### src/temp_sensor_defines.vh
/*
 Constants of the two-channel temperature sensor register block:
 command codes, field positions, reset values and timing figures.
 Assumes a 250 MHz system clock; included by the design file only.
*/
// Overview of operation
// - Write Byte stores data at commanded register
// - Read Byte returns selected register, host NACKs
// - Send Byte carries command only, starts single-shot
// - Receive Byte returns last commanded register
// - Command pointer resets to zero
// - Main results unsigned, negatives read zero
// - Fraction bits sit in top two positions
// - Main and fraction bytes update together
// - Alarm when temperature at or above limit
// - Limits reset to 70 and 120 degrees
// - Diode fault loads all ones, sets bit 2
// - Diode fault after first conversion, never alerts
// - Alert latched; cleared by response, or by status read once fault gone
// - Alert reasserts after next cycle if persisting
// - Alert response answers with own address
// - Arbitration loser keeps alert, no acknowledge
// - Config bit 7 masks alert, bit 6 standby
// - Config bit 5 converts remote channel only
// - Config bit 4 requires two consecutive faults
// - Status bits: busy, local, remote, open
// - Status read clears flags unless fault persists
// - Single-shot only from standby, when idle
// - Standby aborts conversion without result update
// - Serial interface resets on long clock low
// - Autonomous conversion at four cycles per second, eight in remote-only mode
`ifndef TEMP_SENSOR_DEFINES_VH
`define TEMP_SENSOR_DEFINES_VH

`define CMD_LOCAL_TEMP     8'h00
`define CMD_REMOTE_TEMP    8'h01
`define CMD_STATUS         8'h02
`define CMD_CFG_READ       8'h03
`define CMD_LLIM_READ      8'h05
`define CMD_RLIM_READ      8'h07
`define CMD_CFG_WRITE      8'h09
`define CMD_LLIM_WRITE     8'h0b
`define CMD_RLIM_WRITE     8'h0d
`define CMD_ONE_SHOT       8'h0f
`define CMD_REMOTE_FRAC    8'h10
`define CMD_LOCAL_FRAC     8'h11
`define CMD_MAKER_ID       8'hfe

`define RST_POINTER        8'h00
`define RST_TEMP           8'h00
`define RST_CONFIG         8'h10
`define RST_LOCAL_LIMIT    8'h46
`define RST_REMOTE_LIMIT   8'h78
`define CFG_WRITE_MASK     8'hf0
`define FAULT_TEMP         8'hff

`define CFG_MASK_BIT       7
`define CFG_STANDBY_BIT    6
`define CFG_REMOTE_ONLY    5
`define CFG_QUEUE_BIT      4
`define ST_BUSY_BIT        7
`define ST_LOCAL_BIT       6
`define ST_REMOTE_BIT      4
`define ST_OPEN_BIT        2

`define ALERT_RESP_ADDR    7'h0c
`define DEF_SLAVE_ADDR     7'h48

`define CLK_PERIOD_NS      4
`define CONV_TIME_MS       125
`define TIMEOUT_MIN_MS     20

`endif

### src/temp_sensor_smbus_alert_regs.v
/*
 SMBus slave, register bank, conversion sequencer and latched alert of a
 two-channel temperature sensor. Assumes the ADC front end presents
 signed quarter-degree readings and a diode continuity flag on CLK;
 SCLK and SDA are asynchronous pins, SDA and alert are open drain.
*/
`timescale 1ns/1ps
`default_nettype none
`include "temp_sensor_defines.vh"

module temp_sensor_smbus_alert_regs #(
	parameter [6:0]  SLAVE_ADDR     = `DEF_SLAVE_ADDR,
	// Arbitrary identity value
	parameter [7:0]  MAKER_ID       = 8'h5a,
	parameter [24:0] CONV_CYCLES    = (`CONV_TIME_MS * 1000000) / `CLK_PERIOD_NS,
	parameter [24:0] TIMEOUT_CYCLES =
		(`TIMEOUT_MIN_MS * 1000000 + `CLK_PERIOD_NS - 1) / `CLK_PERIOD_NS
) (
	input  wire        CLK,
	input  wire        RESET,
	input  wire        CE,
	input  wire        SCLK,
	input  wire        SDA_IN,
	output wire        SDA_OUT,
	output reg         SDA_OE,
	output wire        ALERT_OUT,
	output reg         ALERT_OE,
	input  wire [10:0] LOCAL_TEMP,
	input  wire [10:0] REMOTE_TEMP,
	input  wire        DIODE_FAULT,
	output wire        CONV_BUSY,
	output wire        REMOTE_SELECT
);

	localparam [3:0] S_IDLE = 4'h0;
	localparam [3:0] S_ADDR = 4'h1;
	localparam [3:0] S_AACK = 4'h2;
	localparam [3:0] S_CMD  = 4'h3;
	localparam [3:0] S_CACK = 4'h4;
	localparam [3:0] S_DATA = 4'h5;
	localparam [3:0] S_DACK = 4'h6;
	localparam [3:0] S_TX   = 4'h7;
	localparam [3:0] S_WAIT = 4'h8;

	// Negative readings clamp to zero; result is main byte and two fraction bits
	function [9:0] clamp;
		input [10:0] v;
		begin
			clamp = v[10] ? 10'h000 : v[9:0];
		end
	endfunction

	reg        scl_s1, scl_s2, scl_d;
	reg        sda_s1, sda_s2, sda_d;
	reg [3:0]  state;
	reg [3:0]  bitcnt;
	reg [7:0]  shreg;
	reg [7:0]  txbyte;
	reg [7:0]  pointer;
	reg        is_read;
	reg        ara_mode;
	reg [24:0] to_cnt;
	reg        wr_strobe;
	reg [7:0]  wr_data;
	reg        stat_rd;
	reg        ara_done;
	reg        oneshot_req;
	reg [7:0]  cfg;
	reg [7:0]  local_limit;
	reg [7:0]  remote_limit;
	reg        conv_active;
	reg        conv_single;
	reg        channel;
	reg [24:0] timer;
	reg        cycle_done;
	reg [7:0]  local_main;
	reg [7:0]  local_frac;
	reg [7:0]  remote_main;
	reg [7:0]  remote_frac;
	reg        open_present;
	reg        local_flag;
	reg        remote_flag;
	reg        open_flag;
	reg        fault_prev;
	reg        alert_latch;
	reg [7:0]  rd_byte;

	wire scl_rise = scl_s2 & ~scl_d;
	wire scl_fall = ~scl_s2 & scl_d;
	wire start_cond = scl_s2 & scl_d & sda_d & ~sda_s2;
	wire stop_cond = scl_s2 & scl_d & ~sda_d & sda_s2;
	wire standby = cfg[`CFG_STANDBY_BIT];
	wire remote_only = cfg[`CFG_REMOTE_ONLY];
	wire cond_local = (local_main >= local_limit) & ~remote_only;
	wire cond_remote = (remote_main >= remote_limit) & ~open_present;
	wire fault_now = cond_local | cond_remote;
	wire qualified = fault_now & (~cfg[`CFG_QUEUE_BIT] | fault_prev);
	wire [9:0] local_val = clamp(LOCAL_TEMP);
	wire [9:0] remote_val = clamp(REMOTE_TEMP);
	wire [7:0] status_byte = {conv_active, local_flag, 1'b0, remote_flag,
		1'b0, open_flag, 2'b00};

	assign SDA_OUT = 1'b0;
	assign ALERT_OUT = 1'b0;
	assign CONV_BUSY = conv_active;
	assign REMOTE_SELECT = channel;

	// Pins cross into CLK through two stages before any decode
	always @(posedge CLK) begin
		if (RESET) begin
			scl_s1 <= 1'b1;
			scl_s2 <= 1'b1;
			scl_d <= 1'b1;
			sda_s1 <= 1'b1;
			sda_s2 <= 1'b1;
			sda_d <= 1'b1;
		end else if (CE) begin
			scl_s1 <= SCLK;
			scl_s2 <= scl_s1;
			scl_d <= scl_s2;
			sda_s1 <= SDA_IN;
			sda_s2 <= sda_s1;
			sda_d <= sda_s2;
		end
	end

	always @* begin
		case (pointer)
			`CMD_LOCAL_TEMP:  rd_byte = local_main;
			`CMD_REMOTE_TEMP: rd_byte = remote_main;
			`CMD_STATUS:      rd_byte = status_byte;
			`CMD_CFG_READ:    rd_byte = cfg;
			`CMD_LLIM_READ:   rd_byte = local_limit;
			`CMD_RLIM_READ:   rd_byte = remote_limit;
			`CMD_REMOTE_FRAC: rd_byte = remote_frac;
			`CMD_LOCAL_FRAC:  rd_byte = local_frac;
			`CMD_MAKER_ID:    rd_byte = MAKER_ID;
			default:          rd_byte = 8'h00;
		endcase
	end

	always @(posedge CLK) begin
		if (RESET) begin
			state <= S_IDLE;
			bitcnt <= 4'h0;
			shreg <= 8'h00;
			txbyte <= 8'h00;
			pointer <= `RST_POINTER;
			is_read <= 1'b0;
			ara_mode <= 1'b0;
			to_cnt <= 25'h0000000;
			SDA_OE <= 1'b0;
			wr_strobe <= 1'b0;
			wr_data <= 8'h00;
			stat_rd <= 1'b0;
			ara_done <= 1'b0;
			oneshot_req <= 1'b0;
		end else if (CE) begin
			wr_strobe <= 1'b0;
			stat_rd <= 1'b0;
			ara_done <= 1'b0;
			oneshot_req <= 1'b0;
			if (scl_s2)
				to_cnt <= 25'h0000000;
			else if (to_cnt != TIMEOUT_CYCLES)
				to_cnt <= to_cnt + 25'h0000001;
			if (!scl_s2 && to_cnt == TIMEOUT_CYCLES - 25'h0000001) begin
				state <= S_IDLE;
				SDA_OE <= 1'b0;
			end else if (start_cond) begin
				state <= S_ADDR;
				bitcnt <= 4'h0;
				SDA_OE <= 1'b0;
			end else if (stop_cond) begin
				state <= S_IDLE;
				SDA_OE <= 1'b0;
			end else begin
				case (state)
					S_ADDR, S_CMD, S_DATA: begin
						if (scl_rise && bitcnt != 4'h8) begin
							shreg <= {shreg[6:0], sda_s2};
							bitcnt <= bitcnt + 4'h1;
						end else if (scl_fall && bitcnt == 4'h8) begin
							bitcnt <= 4'h0;
							if (state == S_ADDR) begin
								if (shreg[7:1] == SLAVE_ADDR) begin
									SDA_OE <= 1'b1;
									is_read <= shreg[0];
									ara_mode <= 1'b0;
									state <= S_AACK;
								end else if (shreg == {`ALERT_RESP_ADDR, 1'b1} && alert_latch) begin
									SDA_OE <= 1'b1;
									is_read <= 1'b1;
									ara_mode <= 1'b1;
									state <= S_AACK;
								end else begin
									state <= S_WAIT;
								end
							end else if (state == S_CMD) begin
								pointer <= shreg;
								oneshot_req <= (shreg == `CMD_ONE_SHOT);
								SDA_OE <= 1'b1;
								state <= S_CACK;
							end else begin
								wr_strobe <= 1'b1;
								wr_data <= shreg;
								SDA_OE <= 1'b1;
								state <= S_DACK;
							end
						end
					end
					S_AACK: begin
						if (scl_fall) begin
							if (is_read) begin
								txbyte <= ara_mode ? {SLAVE_ADDR, 1'b0} : rd_byte;
								SDA_OE <= ara_mode ? ~SLAVE_ADDR[6] : ~rd_byte[7];
								state <= S_TX;
							end else begin
								SDA_OE <= 1'b0;
								state <= S_CMD;
							end
						end
					end
					S_CACK: begin
						if (scl_fall) begin
							SDA_OE <= 1'b0;
							state <= S_DATA;
						end
					end
					S_DACK: begin
						if (scl_fall) begin
							SDA_OE <= 1'b0;
							state <= S_WAIT;
						end
					end
					S_TX: begin
						if (scl_rise) begin
							bitcnt <= bitcnt + 4'h1;
							if (ara_mode && txbyte[7] && !sda_s2) begin
								SDA_OE <= 1'b0;
								state <= S_WAIT;
							end
						end else if (scl_fall && bitcnt == 4'h8) begin
							// Release for master NACK; effects only on whole byte
							SDA_OE <= 1'b0;
							bitcnt <= 4'h0;
							state <= S_WAIT;
							if (ara_mode)
								ara_done <= 1'b1;
							else if (pointer == `CMD_STATUS)
								stat_rd <= 1'b1;
						end else if (scl_fall) begin
							txbyte <= {txbyte[6:0], 1'b0};
							SDA_OE <= ~txbyte[6];
						end
					end
					S_WAIT, S_IDLE: begin
						bitcnt <= 4'h0;
					end
					default: begin
						state <= S_IDLE;
						SDA_OE <= 1'b0;
					end
				endcase
			end
		end
	end

	always @(posedge CLK) begin
		if (RESET) begin
			cfg <= `RST_CONFIG;
			local_limit <= `RST_LOCAL_LIMIT;
			remote_limit <= `RST_REMOTE_LIMIT;
		end else if (CE && wr_strobe) begin
			case (pointer)
				`CMD_CFG_WRITE: cfg <= wr_data & `CFG_WRITE_MASK;
				`CMD_LLIM_WRITE: local_limit <= wr_data;
				`CMD_RLIM_WRITE: remote_limit <= wr_data;
				default: cfg <= cfg;
			endcase
		end
	end

	always @(posedge CLK) begin
		if (RESET) begin
			conv_active <= 1'b0;
			conv_single <= 1'b0;
			channel <= 1'b0;
			timer <= 25'h0000000;
			cycle_done <= 1'b0;
			local_main <= `RST_TEMP;
			local_frac <= `RST_TEMP;
			remote_main <= `RST_TEMP;
			remote_frac <= `RST_TEMP;
			open_present <= 1'b0;
		end else if (CE) begin
			cycle_done <= 1'b0;
			if (!conv_active) begin
				// Autonomous, or single-shot from idle standby
				if (!standby || oneshot_req) begin
					conv_active <= 1'b1;
					conv_single <= standby;
					channel <= remote_only;
					timer <= 25'h0000000;
				end
			end else if (standby && !conv_single) begin
				conv_active <= 1'b0;
				timer <= 25'h0000000;
			end else if (timer == CONV_CYCLES - 25'h0000001) begin
				timer <= 25'h0000000;
				if (!channel) begin
					local_main <= local_val[9:2];
					local_frac <= {local_val[1:0], 6'h00};
					channel <= 1'b1;
				end else begin
					if (DIODE_FAULT) begin
						remote_main <= `FAULT_TEMP;
						remote_frac <= 8'h00;
					end else begin
						remote_main <= remote_val[9:2];
						remote_frac <= {remote_val[1:0], 6'h00};
					end
					open_present <= DIODE_FAULT;
					cycle_done <= 1'b1;
					channel <= remote_only;
					if (conv_single || standby)
						conv_active <= 1'b0;
				end
			end else begin
				timer <= timer + 25'h0000001;
			end
		end
	end

	always @(posedge CLK) begin
		if (RESET) begin
			local_flag <= 1'b0;
			remote_flag <= 1'b0;
			open_flag <= 1'b0;
			fault_prev <= 1'b0;
			alert_latch <= 1'b0;
			ALERT_OE <= 1'b0;
		end else if (CE) begin
			if (cycle_done)
				fault_prev <= fault_now;
			// Flags set win, clear only when cause gone
			local_flag <= (cycle_done & qualified & cond_local)
				| (local_flag & ~(stat_rd & ~cond_local));
			remote_flag <= (cycle_done & qualified & cond_remote)
				| (remote_flag & ~(stat_rd & ~cond_remote));
			// Open reported after a conversion only
			open_flag <= (cycle_done & open_present)
				| (open_flag & ~(stat_rd & ~open_present));
			// Latched alert, reset on response, or on read once fault gone
			alert_latch <= (cycle_done & qualified)
				| (alert_latch & ~(ara_done | (stat_rd & ~fault_now)));
			ALERT_OE <= alert_latch & ~cfg[`CFG_MASK_BIT];
		end
	end

endmodule
`default_nettype wire

### config.mk
export PLATFORM = sky130hd
export DESIGN_NAME = temp_sensor_smbus_alert_regs
export DESIGN_NICKNAME = d
export VERILOG_FILES = /design/src/temp_sensor_smbus_alert_regs.v
export VERILOG_INCLUDE_DIRS = /design/src
export SDC_FILE = /design/constraint.sdc
export NUM_CORES = 1
export LEC_CHECK = 0
export BUFFER_PORTS_ARGS = -buffer_cell sky130_fd_sc_hd__buf_2
export CAP_MARGIN = 20
export CORE_MARGIN = 2
export CORE_UTILIZATION = 49
export DETAILED_ROUTE_END_ITERATION = 10
export GPL_TIMING_DRIVEN = 0
export HOLD_SLACK_MARGIN = 0.08
export PLACE_DENSITY = 0.62
export RECOVER_POWER = 50
export SLEW_MARGIN = 40
export SYNTH_ARGS = -nofsm -noshare
export SYNTH_HDL_FRONTEND = slang
export SYNTH_SLANG_ARGS = --single-unit
### constraint.sdc
create_clock -name CLK -period 4.74 [get_ports CLK]
set_input_delay 0 -clock CLK [delete_from_list [all_inputs] [get_ports CLK]]
set_output_delay 0 -clock CLK [all_outputs]
set_load 0.1 [all_outputs]
==> flow_summary.json <==
{
  "status": "complete, no violations",
  "die-area_mm2": 0.0179,
  "setup_violations": 0,
  "critPathLaunchType": "register",
  "netSwitchingFraction": 0.236,
  "arrival_ps": 3780,
  "dr_wl_met2_um": 11000,
  "syn-cell-area_mm2": 0.00828,
  "die_w_um": 134,
  "grt_pass1_wl_um": 39600,
  "relSlewSlack": 0.205,
  "async_flop_share": 0,
  "firstDrtPassIters": 5,
  "cts_tree": "built",
  "antenna_cells": 0,
  "clkLatencyLatePin_ps": 440,
  "ys_seq_area_frac": 0.372,
  "tightest_slew_ps": 1200,
  "grt_max_degree": 17,
  "coreArea_mm2": 0.0165,
  "setup_tns_ps": 0,
  "portBuffers": 30,
  "layout_common_cells": "dfxtp_1 (154), a21oi_1 (89), nand2_1 (76)",
  "vdd_drop_max_mv": 0.289,
  "yosysTopAreaCell": "dfxtp_1",
  "path_max_fanout": 10,
  "ys_warn_count": 0,
  "p_switching_uw": 681,
  "clockRootBuffer": "clkbuf_16",
  "cts.clk_slew.worst_paths_ps": 60,
  "syn-mean-instance-area_um2": 8.28,
  "globalplace.congestion": 0.935,
  "fp.dieH_um": 134,
  "total_power_mw": 2.88,
  "drc": 0,
  "routed-wl-met3_um": 1420,
  "synth.distinct_cells": 76,
  "post_cts_buffers": 0,
  "hold_viol": 0,
  "crit_required_ps": 5100,
  "cts.sinks": 154,
  "cap_violations": 0,
  "post_route_cells_drive_above_1_share": 0.0769,
  "synth_top_area_share": 0.372,
  "antenna_found_initial": 0,
  "grt_pass1_vias": 7461,
  "p_leak_nw": 3.23,
  "crit_chain": "or4b_1 > nor4_1 > and4_1 > clkbuf_1 > nand4_1 > dlygate4sd3_1 > a21oi_1",
  "worstHoldPathType": "in2reg",
  "area_delta_synth_final_pct": 15.5,
  "routed.top_layer": "met4",
  "avgRoutedWirePerCell_um": 18.4,
  "drtAntennaViolNets": 0,
  "slowest_stage": "nor4_1",
  "clock_skew_ps": 9.42,
  "synth-edff-count": 0,
  "nNetsFinal": 1132,
  "drt_iter0_drc": 716,
  "drv_slew": 0,
  "period_share": 0.722,
  "path_class": "reg2reg",
  "synth_ff_type": "dfxtp_1",
  "worst_slack_ps": 1320,
  "cellPowerDensity_mw_per_mm2": 301,
  "cts_buffers": 17,
  "dp_hpwl_um": 17400,
  "period_needed_ps": 3420,
  "vias": 7799,
  "max_stage_delay_ps": 800,
  "p_int_mw": 2.20,
  "seq_area_mm2": 0.00308,
  "cts_max_level": 4,
  "grt_usage": 0.280,
  "p_seq_frac": 0.453,
  "post-place-ws_ps": 2190,
  "rsz0062_at_grt": "no",
  "whs_ps": 98.0,
  "fmax_ghz": 0.292,
  "clk_path_buf_depth": 2,
  "viasPerCell": 5.94,
  "wirelength_met1_um": 11300,
  "share_comb_of_total_power": 0.053,
  "reg_top3": "timer x25, to_cnt x25",
  "setup.worst_path.end_class": "register",
  "cts_resized": 0,
  "overflow": 0,
  "multi_input_area_mm2": 0.00473,
  "postRouteWirelength_um": 24200,
  "fillers": 1528,
  "postSynthRegisterBits": 154,
  "initial_core_util": 0.501,
  "ios": 34,
  "synthCells": 1000,
  "synth_area_leaders": "dfxtp_1 (37%), a21oi_1 (5.4%), mux2i_1 (4.5%)",
  "fp-row-count": 47,
  "layout_commonest_cell": "dfxtp_1",
  "pwr-share-clk": 0.494
}
[area by class of cell]
type / count / area share
Clock inverter: 10 / 0.0148
Clock buffer: 21 / 0.0481
Inverter: 43 / 0.0169
Sequential cell: 154 / 0.322
Buffer: 65 / 0.0285
Timing Repair Buffer: 60 / 0.0463
Multi-Input combinational cell: 739 / 0.494
Tap cell: 220 / 0.0288
[repair_timing]
| action | CTS | global route |
|---|---|---|
| hold endpoints to repair | 25 | 0 |
| hold buffers | 30 | 0 |
| endpoints found under the setup margin | 0 | 0 |
[final timing paths]
check	to	cells after the start	from	slack, ps
worst min register to register	ara_done	2	ara_done	470
worst min-delay path	local_main[5]	4	LOCAL_TEMP[10]	100
worst max-delay path	remote_frac[6]	7	timer[12]	1320
worst max register to register	remote_frac[6]	7	timer[12]	1320
[per-stage QoR]
stage,util,instances,instance area (µm²)
finish,0.579,1312,9560
CTS,0.582,1312,9610
detailed placement,0.527,1251,8710
global route,0.579,1312,9560
floorplan,-,1001,8280
global placement,0.527,1251,8710
[synthesized netlist by cell type, drive strengths merged, types with 14 or more instances]
library cell and n:
nand4 40, nand3 53, nor4 16, o21ai 66
dfxtp 154, nor3 20, nand2 76, xor2 14
ha 24, nor2 75, mux2i 37, a21oi 89
clkbuf 46, inv 41, xnor2 17, buf 19
[logic make-up (layout without fill, tap and decap cells)]
logic type / after synthesis / count (layout) / synth area share
flops: 154 / 154 / 0.372
simple gates: 387 / 387 / 0.253
compound gates: 254 / 254 / 0.201
xor+xnor: 31 / 31 / 0.0328
other cells: 1 / 2 / 0.000453
mux: 41 / 41 / 0.0502
buf+inv: 108 / 199 / 0.0544
fa+ha+maj: 24 / 24 / 0.0363
[power by group through the flow]
stage          combinational [mW]  clock, mW  sequential (mW)
2_1_floorplan              0.0771          0             1.34
3_3_place_gp                0.133          0             1.33
3_5_place_dp                0.134          0             1.33
4_1_cts                     0.152       1.44             1.31
5_1_grt                     0.166       1.49             1.31
6_report                    0.153       1.42             1.31
[worst max-delay path, delay by kind of cell (launching register included)]
family,cells,cell delay (ps)
simple gates,4,1820
buf+inv,2,940
flops,1,460
compound gates,1,140
[per-layer routing]
layer / global-route usage / vias to the layer above
met2: 0.446 / 235
met1: 0.387 / 3659
li1: - / 3865
met5: 0 / -
met4: 0.0798 / 0
met3: 0.0548 / 40
No activity file was read; power rests on OpenSTA's default activity.
